[src/inc/scd_defs.vh]
`ifndef SCD_DEFS_VH
`define SCD_DEFS_VH

// unit ratio codes
`define SCD_RATIO_OFF 2'h0
`define SCD_RATIO_FULL 2'h1
`define SCD_RATIO_DIV2 2'h2
`define SCD_RATIO_DIV3 2'h3
`define SCD_RATIO_W 2

// units: 0 security, 1 two-wire, 2 aux a, 3 aux b, 4 bus interface, 5 dma
`define SCD_NUM_UNITS 6
`define SCD_NUM_DIV_UNITS 4
`define SCD_UCC_RST 12'h555

// local bus divider field
`define SCD_LBDIV_W 4
`define SCD_LBDIV_RST 4'h2
`define SCD_LBDIV_MIN 4'h2

// frequency ceilings in MHz, compared in kHz
`define SCD_KHZ_PER_MHZ 32'h0000_03E8
`define SCD_CORE_MAX_MHZ 32'h0000_014D
`define SCD_SYS_MAX_MHZ 32'h0000_0085
`define SCD_ENG_MAX_MHZ 32'h0000_00C8

// reset configuration field widths
`define SCD_SYSTEM_PLL_MULTIPLIER_W 4
`define SCD_CORE_W 7
`define SCD_EMF_W 4
`define SCD_EDF_W 1

// cycles after reset release before the configuration is captured
`define SCD_CFG_SETTLE 2'h2

`endif

[src/core/scd_clk_ctrl.v]
`timescale 1ns/100ps
`include "scd_defs.vh"

// How it works
// - host mode takes the primary reference input, agent mode the bus-side clock
// - primary reference: engine = ref times multiplier over one plus divider
// - bus-side reference: also times one plus inverted predivide bit
// - dram clock twice system clock; halved for memory bus clock pair
// - local bus clock equals system clock; divider field sets external clock ratio
// - four units allow off, half, third; bus interface and dma off or full
// - units leave reset at full ratio; control register changes it later
// - core clock derives from the system bus clock
// - engine clock domain configured apart from system and core, same input
// - core at most 333, system 133, engine 200 MHz
module scd_clk_ctrl #(
    parameter REF_KHZ_W = 18,
    parameter NUM_LB_CLK = 3
) (
    input wire i_clk_sys,                             // ddr-rate clock, 40 MHz
    input wire i_rst,                                 // async reset, high
    input wire i_agent_mode,                          // strap: 1 bus agent, 0 bus host
    input wire i_primary_ref_input,                   // primary reference pin
    input wire i_bus_clk_in,                          // bus-side clock pin
    input wire [REF_KHZ_W-1:0] i_ref_freq_khz,        // reference frequency, kHz
    input wire [`SCD_SYSTEM_PLL_MULTIPLIER_W-1:0] i_system_pll_multiplier, // reset config
    input wire [`SCD_CORE_W-1:0] i_core_ratio,        // reset config, half steps
    input wire [`SCD_EMF_W-1:0] i_engine_pll_multiplier, // reset config
    input wire [`SCD_EDF_W-1:0] i_engine_pll_divider, // reset config
    input wire i_input_predivide_cfg,                 // reset config
    input wire [`SCD_NUM_UNITS*`SCD_RATIO_W-1:0] i_ucc_wdata, // unit ratio write data
    input wire i_ucc_we,                              // unit ratio write strobe
    input wire [`SCD_LBDIV_W-1:0] i_lbdiv_wdata,      // local bus divider write data
    input wire i_lbdiv_we,                            // local bus divider write strobe
    output wire o_cfg_valid,                          // configuration captured
    output wire o_ref_is_bus,                         // bus-side clock is reference
    output wire o_ref_clk_obs,                        // sampled selected reference
    output wire [31:0] o_sys_freq_khz,                // system bus clock
    output wire [31:0] o_core_freq_khz,               // core clock
    output wire [31:0] o_engine_freq_khz,             // engine clock
    output wire [31:0] o_ddr_freq_khz,                // dram controller clock
    output wire [31:0] o_lbc_freq_khz,                // local bus controller clock
    output wire o_core_over,                          // core above ceiling
    output wire o_sys_over,                           // system above ceiling
    output wire o_engine_over,                        // engine above ceiling
    output wire o_csb_tick,                           // system bus clock enable
    output wire o_memory_bus_clock_out_p,             // memory bus clock, true
    output wire o_memory_bus_clock_out_n,             // memory bus clock, complement
    output wire o_local_bus_sync_out,                 // local bus sync clock
    output wire [NUM_LB_CLK-1:0] o_local_bus_clock_outs, // local bus clocks
    output wire [`SCD_NUM_UNITS-1:0] o_unit_clk_en,   // per-unit clock enables
    output wire [`SCD_NUM_UNITS*`SCD_RATIO_W-1:0] o_ucc_rdata, // ratios in force
    output wire [`SCD_LBDIV_W-1:0] o_lbdiv_rdata      // local bus divider field
);

    localparam CFG_W = 1 + `SCD_SYSTEM_PLL_MULTIPLIER_W + `SCD_CORE_W + `SCD_EMF_W + `SCD_EDF_W + 1 + REF_KHZ_W;
    localparam SYS_W = REF_KHZ_W + `SCD_SYSTEM_PLL_MULTIPLIER_W;
    localparam CORE_W = SYS_W + `SCD_CORE_W;
    localparam ENG_W = REF_KHZ_W + `SCD_EMF_W + 1;

    // configuration pins, two flops then capture
    reg [CFG_W-1:0] cfg_s1_ff;
    reg [CFG_W-1:0] cfg_s2_ff;
    reg [1:0] settle_ff;
    reg cfg_valid_ff;
    reg agent_ff;
    reg [`SCD_SYSTEM_PLL_MULTIPLIER_W-1:0] system_pll_multiplier_ff;
    reg [`SCD_CORE_W-1:0] core_ff;
    reg [`SCD_EMF_W-1:0] emf_ff;
    reg [`SCD_EDF_W-1:0] edf_ff;
    reg predivide_ff;
    reg [REF_KHZ_W-1:0] ref_khz_ff;
    wire [CFG_W-1:0] cfg_pins;

    assign cfg_pins = {i_agent_mode, i_system_pll_multiplier, i_core_ratio, i_engine_pll_multiplier,
                       i_engine_pll_divider, i_input_predivide_cfg, i_ref_freq_khz};

    always @(posedge i_clk_sys or posedge i_rst) begin
        if (i_rst) begin
            cfg_s1_ff <= {CFG_W{1'b0}};
            cfg_s2_ff <= {CFG_W{1'b0}};
            settle_ff <= 2'h0;
            cfg_valid_ff <= 1'b0;
            agent_ff <= 1'b0;
            system_pll_multiplier_ff <= {`SCD_SYSTEM_PLL_MULTIPLIER_W{1'b0}};
            core_ff <= {`SCD_CORE_W{1'b0}};
            emf_ff <= {`SCD_EMF_W{1'b0}};
            edf_ff <= {`SCD_EDF_W{1'b0}};
            predivide_ff <= 1'b0;
            ref_khz_ff <= {REF_KHZ_W{1'b0}};
        end else begin
            cfg_s1_ff <= cfg_pins;
            cfg_s2_ff <= cfg_s1_ff;
            if (!cfg_valid_ff) begin
                if (settle_ff == `SCD_CFG_SETTLE) begin
                    cfg_valid_ff <= 1'b1;
                    {agent_ff, system_pll_multiplier_ff, core_ff, emf_ff, edf_ff, predivide_ff, ref_khz_ff} <= cfg_s2_ff;
                end else begin
                    settle_ff <= settle_ff + 2'h1;
                end
            end
        end
    end

    // reference selection by host or agent role
    reg prim_s1_ff;
    reg prim_s2_ff;
    reg bus_s1_ff;
    reg bus_s2_ff;
    reg ref_obs_ff;

    always @(posedge i_clk_sys or posedge i_rst) begin
        if (i_rst) begin
            prim_s1_ff <= 1'b0;
            prim_s2_ff <= 1'b0;
            bus_s1_ff <= 1'b0;
            bus_s2_ff <= 1'b0;
            ref_obs_ff <= 1'b0;
        end else begin
            prim_s1_ff <= i_primary_ref_input;
            prim_s2_ff <= prim_s1_ff;
            bus_s1_ff <= i_bus_clk_in;
            bus_s2_ff <= bus_s1_ff;
            ref_obs_ff <= agent_ff ? bus_s2_ff : prim_s2_ff;
        end
    end

    // ratio arithmetic
    wire [SYS_W-1:0] sys_prod;
    wire [CORE_W-1:0] core_prod;
    wire [ENG_W-1:0] eng_base;
    wire [ENG_W-1:0] eng_pre;
    wire [ENG_W-1:0] eng_div;
    wire [31:0] sys_khz;
    wire [31:0] core_khz;
    wire [31:0] eng_khz;

    assign sys_prod = ref_khz_ff * system_pll_multiplier_ff;
    // core is cascaded behind the system bus clock
    assign core_prod = sys_prod * core_ff;
    // engine works from the common reference, not from the system clock
    assign eng_base = ref_khz_ff * emf_ff;
    assign eng_pre = (agent_ff && !predivide_ff) ? {eng_base[ENG_W-2:0], 1'b0} : eng_base;
    assign eng_div = (edf_ff != {`SCD_EDF_W{1'b0}}) ? {1'b0, eng_pre[ENG_W-1:1]} : eng_pre;
    assign sys_khz = {{(32-SYS_W){1'b0}}, sys_prod};
    assign core_khz = {{(33-CORE_W){1'b0}}, core_prod[CORE_W-1:1]};
    assign eng_khz = {{(32-ENG_W){1'b0}}, eng_div};

    reg [31:0] sys_khz_ff;
    reg [31:0] core_khz_ff;
    reg [31:0] eng_khz_ff;
    reg [31:0] ddr_khz_ff;
    reg core_over_ff;
    reg sys_over_ff;
    reg eng_over_ff;

    always @(posedge i_clk_sys or posedge i_rst) begin
        if (i_rst) begin
            sys_khz_ff <= 32'h0000_0000;
            core_khz_ff <= 32'h0000_0000;
            eng_khz_ff <= 32'h0000_0000;
            ddr_khz_ff <= 32'h0000_0000;
            core_over_ff <= 1'b0;
            sys_over_ff <= 1'b0;
            eng_over_ff <= 1'b0;
        end else begin
            sys_khz_ff <= sys_khz;
            core_khz_ff <= core_khz;
            eng_khz_ff <= eng_khz;
            ddr_khz_ff <= {sys_khz[30:0], 1'b0};
            // over only when a whole MHz above the ceiling
            core_over_ff <= cfg_valid_ff && (core_khz >= (`SCD_CORE_MAX_MHZ + 32'h0000_0001) * `SCD_KHZ_PER_MHZ);
            sys_over_ff <= cfg_valid_ff && (sys_khz >= (`SCD_SYS_MAX_MHZ + 32'h0000_0001) * `SCD_KHZ_PER_MHZ);
            eng_over_ff <= cfg_valid_ff && (eng_khz >= (`SCD_ENG_MAX_MHZ + 32'h0000_0001) * `SCD_KHZ_PER_MHZ);
        end
    end

    // system bus clock is half the dram clock; memory bus clock halves dram too
    reg csb_ph_ff;
    reg mem_p_ff;
    reg mem_n_ff;
    wire csb_tick;

    assign csb_tick = csb_ph_ff;

    always @(posedge i_clk_sys or posedge i_rst) begin
        if (i_rst) begin
            csb_ph_ff <= 1'b0;
            mem_p_ff <= 1'b0;
            mem_n_ff <= 1'b1;
        end else begin
            csb_ph_ff <= ~csb_ph_ff;
            mem_p_ff <= ~mem_p_ff;
            mem_n_ff <= mem_p_ff;
        end
    end

    // local bus divider, clocked by the system bus rate
    reg [`SCD_LBDIV_W-1:0] lbdiv_ff;
    reg [`SCD_LBDIV_W-1:0] lb_div_used_ff;
    reg [`SCD_LBDIV_W-1:0] lb_cnt_ff;
    reg lb_clk_ff;
    reg [NUM_LB_CLK-1:0] lb_outs_ff;
    reg [`SCD_LBDIV_W-1:0] nxt_lb_cnt;
    reg [`SCD_LBDIV_W-1:0] nxt_lb_div;
    wire [`SCD_LBDIV_W-1:0] lb_div_req;

    assign lb_div_req = (lbdiv_ff < `SCD_LBDIV_MIN) ? `SCD_LBDIV_MIN : lbdiv_ff;

    always @* begin
        nxt_lb_cnt = lb_cnt_ff;
        nxt_lb_div = lb_div_used_ff;
        if (csb_tick) begin
            if (lb_cnt_ff >= lb_div_used_ff - 4'h1) begin
                nxt_lb_cnt = {`SCD_LBDIV_W{1'b0}};
                nxt_lb_div = lb_div_req;
            end else begin
                nxt_lb_cnt = lb_cnt_ff + 4'h1;
            end
        end
    end

    always @(posedge i_clk_sys or posedge i_rst) begin
        if (i_rst) begin
            lbdiv_ff <= `SCD_LBDIV_RST;
            lb_div_used_ff <= `SCD_LBDIV_RST;
            lb_cnt_ff <= {`SCD_LBDIV_W{1'b0}};
            lb_clk_ff <= 1'b0;
            lb_outs_ff <= {NUM_LB_CLK{1'b0}};
        end else begin
            if (i_lbdiv_we) begin
                lbdiv_ff <= i_lbdiv_wdata;
            end
            lb_div_used_ff <= nxt_lb_div;
            lb_cnt_ff <= nxt_lb_cnt;
            lb_clk_ff <= (nxt_lb_cnt < {1'b0, nxt_lb_div[`SCD_LBDIV_W-1:1]});
            lb_outs_ff <= {NUM_LB_CLK{nxt_lb_cnt < {1'b0, nxt_lb_div[`SCD_LBDIV_W-1:1]}}};
        end
    end

    // unit clock control register
    reg [`SCD_NUM_UNITS*`SCD_RATIO_W-1:0] ucc_ff;
    wire [`SCD_NUM_UNITS*`SCD_RATIO_W-1:0] ucc_now;

    always @(posedge i_clk_sys or posedge i_rst) begin
        if (i_rst) begin
            ucc_ff <= `SCD_UCC_RST;
        end else if (i_ucc_we) begin
            ucc_ff <= i_ucc_wdata;
        end
    end

    genvar gi;
    generate
        for (gi = 0; gi < `SCD_NUM_UNITS; gi = gi + 1) begin : g_unit
            scd_unit_clk #(
                .ALLOW_DIV((gi < `SCD_NUM_DIV_UNITS) ? 1 : 0)
            ) u_unit (
                .i_clk_sys(i_clk_sys),
                .i_rst(i_rst),
                .i_tick(csb_tick),
                .i_ratio(ucc_ff[gi*`SCD_RATIO_W +: `SCD_RATIO_W]),
                .o_clk_en(o_unit_clk_en[gi]),
                .o_ratio(ucc_now[gi*`SCD_RATIO_W +: `SCD_RATIO_W])
            );
        end
    endgenerate

    assign o_cfg_valid = cfg_valid_ff;
    assign o_ref_is_bus = agent_ff;
    assign o_ref_clk_obs = ref_obs_ff;
    assign o_sys_freq_khz = sys_khz_ff;
    assign o_core_freq_khz = core_khz_ff;
    assign o_engine_freq_khz = eng_khz_ff;
    assign o_ddr_freq_khz = ddr_khz_ff;
    assign o_lbc_freq_khz = sys_khz_ff;
    assign o_core_over = core_over_ff;
    assign o_sys_over = sys_over_ff;
    assign o_engine_over = eng_over_ff;
    assign o_csb_tick = csb_ph_ff;
    assign o_memory_bus_clock_out_p = mem_p_ff;
    assign o_memory_bus_clock_out_n = mem_n_ff;
    assign o_local_bus_sync_out = lb_clk_ff;
    assign o_local_bus_clock_outs = lb_outs_ff;
    assign o_ucc_rdata = ucc_now;
    assign o_lbdiv_rdata = lbdiv_ff;

endmodule

[src/core/scd_unit_clk.v]
`timescale 1ns/100ps
`include "scd_defs.vh"

module scd_unit_clk #(
    parameter ALLOW_DIV = 1
) (
    input wire i_clk_sys,                   // ddr-rate clock
    input wire i_rst,                       // async reset, high
    input wire i_tick,                      // system bus clock enable
    input wire [`SCD_RATIO_W-1:0] i_ratio,  // requested ratio code
    output wire o_clk_en,                   // unit clock enable pulse
    output wire [`SCD_RATIO_W-1:0] o_ratio  // ratio in force
);

    reg [`SCD_RATIO_W-1:0] ratio_ff;
    reg [1:0] cnt_ff;
    reg en_ff;
    reg [`SCD_RATIO_W-1:0] nxt_ratio;
    reg [1:0] nxt_cnt;
    reg [1:0] last;
    wire legal;

    // divided codes refused on full-or-off units
    assign legal = (ALLOW_DIV != 0) || (i_ratio == `SCD_RATIO_OFF) || (i_ratio == `SCD_RATIO_FULL);

    always @* begin
        nxt_ratio = ratio_ff;
        nxt_cnt = cnt_ff;
        case (ratio_ff)
            `SCD_RATIO_DIV2: last = 2'h1;
            `SCD_RATIO_DIV3: last = 2'h2;
            default: last = 2'h0;
        endcase
        if (i_tick) begin
            if (cnt_ff >= last) begin
                nxt_cnt = 2'h0;
                // new ratio only at a period boundary
                if (legal) begin
                    nxt_ratio = i_ratio;
                end
            end else begin
                nxt_cnt = cnt_ff + 2'h1;
            end
        end
    end

    always @(posedge i_clk_sys or posedge i_rst) begin
        if (i_rst) begin
            ratio_ff <= `SCD_RATIO_FULL;
            cnt_ff <= 2'h0;
            en_ff <= 1'b0;
        end else begin
            ratio_ff <= nxt_ratio;
            cnt_ff <= nxt_cnt;
            en_ff <= i_tick && (cnt_ff == 2'h0) && (ratio_ff != `SCD_RATIO_OFF);
        end
    end

    assign o_clk_en = en_ff;
    assign o_ratio = ratio_ff;

endmodule

[config.mk]
export PLATFORM = sky130hd
export DESIGN_NAME = scd_clk_ctrl
export DESIGN_NICKNAME = d
export VERILOG_FILES = /design/src/core/scd_clk_ctrl.v /design/src/core/scd_unit_clk.v
export VERILOG_INCLUDE_DIRS = /design/src /design/src/inc
export SDC_FILE = /design/constraint.sdc
export NUM_CORES = 1
export LEC_CHECK = 0
export ABC_CLOCK_PERIOD_IN_PS = 11300
export BUFFER_PORTS_ARGS = -buffer_cell sky130_fd_sc_hd__buf_2
export CAP_MARGIN = 25
export CORE_ASPECT_RATIO = 1.25
export CORE_UTILIZATION = 50
export DETAILED_ROUTE_END_ITERATION = 8
export GPL_ROUTABILITY_DRIVEN = 0
export GPL_TIMING_DRIVEN = 1
export PLACE_DENSITY_LB_ADDON = 0.25
export SLEW_MARGIN = 5
export SYNTH_ARGS = -nofsm -noshare
export SYNTH_HDL_FRONTEND = slang
export SYNTH_SLANG_ARGS = --single-unit
[constraint.sdc]
create_clock -name i_clk_sys -period 11.3 [get_ports i_clk_sys]
set_clock_uncertainty 0.1 [all_clocks]
set_input_delay 2.26 -clock i_clk_sys [delete_from_list [all_inputs] [get_ports i_clk_sys]]
set_output_delay 2.26 -clock i_clk_sys [all_outputs]
set_load 0.02 [all_outputs]
==> impl_metrics.ini <==
[die]
start_util_pct = 51.28
chipHeight_um = 218.6
core_area_um2 = 36600
pin_count = 253
die_width_um = 175.3
floorplan.rows = 78
die_area_um2 = 38310

[sta]
max_freq_mhz = 105.8
hold_viol_final = 0
fin_crit_ps = 9454
slew_viol_final = 0
finalSetupViolations = 0
rsz0062_at_grt = no
tightest_slew_ps = 904.7
relSlewSlack_pct = 39.25
fin_setup_tns_ps = 0
period_share_pct = 83.66

[final_layout]
fillers = 3234
antenna_cells = 0
nNetsFinal = 2312
area_delta_synth_final_pct = 10.05
stdcell_count = 2463
drive_gt1_share_pct = 18.10
design_area_um2 = 20650

[route]
firstDrtPassIters = 5
vias = 12830
drtIter0Drc = 559
wire_per_inst_um = 15.17
ant_nets = 0
remaining_drc_errors = 0
routed.top_layer = met4
routed_wl_um = 37360
wl_met3_um = 1459
avgViaCountPerCell = 5.209
met1Wirelength_um = 15620
met2_length_um = 19340

[clock_network]
cts_buffers = 25
clk_pin_slew_ps = 60
root_buffer = clkbuf_16
insertion_delay_ps = 560
post_cts_buffers = 0
cts-resized-gates = 0
clock_sinks = 250
cts_hold_buf = 0
h-tree-depth = 1
cts_tree = yes
clockBufferDepth = 3

[grt]
track_usage_pct = 20.31
first_global_vias = 13190
grt_pass1_wl_um = 63620
grt_max_degree = 102
antenna_found_initial = 0
grt_overflow = 0

[place]
hpwl_um = 28940
place_inst = 2417
port-buffer-count = 209
place_area_um2 = 19670

[setup_path]
cp-end-kind = flop
rr_worst_depth = 30
crit_top_cell = fa_1
critical_path.max_fanout = 19
slowest_delay_ps = 680
cp_slowest_cell = dfrtp_1
rrSetupSlack_ps = 1850
critPathRequiredTime_ps = 11630
critPathKind = reg -> reg
critPathArrivalTime_ps = 9780
cp-start-kind = flop

[yosys]
ys_warn_count = 0
synthFlopType = dfrtp_1
syn_area_per_cell_um2 = 10.18
synthDistinctLibCells = 67
syn_area_um2 = 18770
synth-edff-count = 0
syn_inst = 1843
ys_ff_latch = 250
ys_seq_area_share_pct = 33.44
async_flop_share_pct = 100.0

[worst_hold_path]
hold_path_class = reg -> reg
min_path_cells = 0

[run]
cap_violations = 0

[outcome]
outcome = finished, final reports clean
==> critical path, delay by kind of cell, from the launching register on <==
family	cells	cell delay, ps
AO/OA/AOI/OAI	15	3330
XOR/XNOR	1	360
adder cells (fa/ha/maj)	8	3910
buffers and inverters	3	160
flip-flops	1	680
AND/OR/NAND/NOR	3	760
==> flip-flops by register name (all words and copies together), names as in the netlist, 4 cells and up <==
name / flops
core_ff: 7
o_engine_freq_khz: 23
o_lbdiv_rdata: 4
g_unit.u_unit.o_ratio: 12
o_lbc_freq_khz: 22
system_pll_multiplier_ff: 4
emf_ff: 4
g_unit.u_unit.o_clk_en: 6
ref_khz_ff: 18
lb_cnt_ff: 4
ucc_ff: 12
o_core_freq_khz: 28
cfg_s1_ff: 36
cfg_s2_ff: 36
g_unit.u_unit.cnt_ff: 12
lb_div_used_ff: 4
==> kinds of logic (layout without fill, tap and decap cells) <==
family / Yosys count / in the layout / share of synthesized area, %
simple gates: 532 / 532 / 14.32
buf+inv: 377 / 475 / 9.461
fa+ha+maj: 289 / 289 / 25.79
compound gates: 252 / 252 / 9.375
flops: 250 / 250 / 33.44
mux: 81 / 81 / 4.747
xor+xnor: 61 / 61 / 2.847
other cells: 1 / 43 / 0.01998
==> per-layer routing <==
layer / up-vias / GRT usage, %
met1: 6334 / 24.57
met4: 0 / 6.174
met5: - / 0
met3: 71 / 2.227
met2: 307 / 37.67
li1: 6118 / -
==> cell usage after synthesis, drive strengths merged, types with 11 or more instances <==
| library cell | n | area, um2 |
|---|---|---|
| mux2i | 17 | 170.2 |
| clkbuf | 63 | 236.5 |
| nor2b | 21 | 131.4 |
| a21o | 35 | 262.8 |
| a21oi | 53 | 265.3 |
| and2 | 162 | 1013 |
| mux2 | 64 | 720.7 |
| a211oi | 18 | 140.1 |
| o21bai | 11 | 82.58 |
| nor2 | 65 | 244.0 |
| xnor2 | 41 | 359.1 |
| ha | 126 | 1577 |
| fa | 163 | 3263 |
| a31oi | 12 | 75.07 |
| xor2 | 20 | 175.2 |
| inv | 213 | 799.5 |
| nand2 | 187 | 701.9 |
| nand3 | 19 | 95.09 |
| buf | 100 | 735.7 |
| dfstp | 15 | 394.1 |
| o211ai | 13 | 97.59 |
| dfrtp | 235 | 5881 |
| nor3 | 14 | 70.07 |
| o21ai | 46 | 234.0 |
| nand2b | 12 | 75.07 |
==> placed cells by master, fill, tap and decap left out, drive strengths merged, types with 6 or more instances in the layout <==
master | netlist | routed
nor3 | 14 | 14
o21a | 8 | 8
o211a | 6 | 6
nand4 | 8 | 8
nor2 | 65 | 65
and3 | 8 | 8
or2 | 8 | 8
xor2 | 20 | 20
nand2 | 187 | 187
a21oi | 53 | 53
conb | 1 | 43
clkbuf | 63 | 30
o21ai | 46 | 46
mux2i | 17 | 17
o21bai | 11 | 11
ha | 126 | 126
nand3 | 19 | 19
or3 | 6 | 6
bufinv | 0 | 7
mux2 | 64 | 64
fa | 163 | 163
nor2b | 21 | 21
dfrtp | 235 | 235
o31ai | 6 | 6
a31oi | 12 | 12
o211ai | 13 | 13
a211oi | 18 | 18
o221ai | 6 | 6
nand2b | 12 | 12
dfstp | 15 | 15
and2 | 162 | 162
a21o | 35 | 35
inv | 213 | 216
buf | 100 | 216
xnor2 | 41 | 41
==> per-stage QoR <==
stage                     hold WS (ps)  utilization (%)  worst slack, ps
after floorplan                  231.2                -             2093
after global placement           231.5            53.69             2181
after detailed placement         234.7            53.75             1870
after CTS                        248.6            56.38             1836
after global routing             254.4            56.43             1206
final                            246.9            56.43             1846
==> path summary, 6_finish.rpt <==
path | from | to
max in group asynchronous | i_rst | o_lbc_freq_khz[17]
min in group asynchronous | i_rst | o_core_freq_khz[1]
worst min-delay path | cfg_s1_ff[20] | cfg_s2_ff[20]
worst min register to register | cfg_s1_ff[20] | cfg_s2_ff[20]
worst max register to register | system_pll_multiplier_ff[3] | o_core_over
worst max-delay path | system_pll_multiplier_ff[3] | o_core_over
==> area by class of cell <==
type / instances / area [um2] / share of cell area [%]
multi-input cells: 1258 / 10880 / 52.68
flip-flops and latches: 250 / 6275 / 30.38
repair buffers: 216 / 1124 / 5.440
inverters: 214 / 810.8 / 3.926
clock buffers: 30 / 684.4 / 3.314
well taps: 480 / 600.6 / 2.908
clock inverters: 15 / 277.8 / 1.345
Power is not shown: default switching activity piles up to over one toggle a cycle in this logic, so the estimate is an artifact.
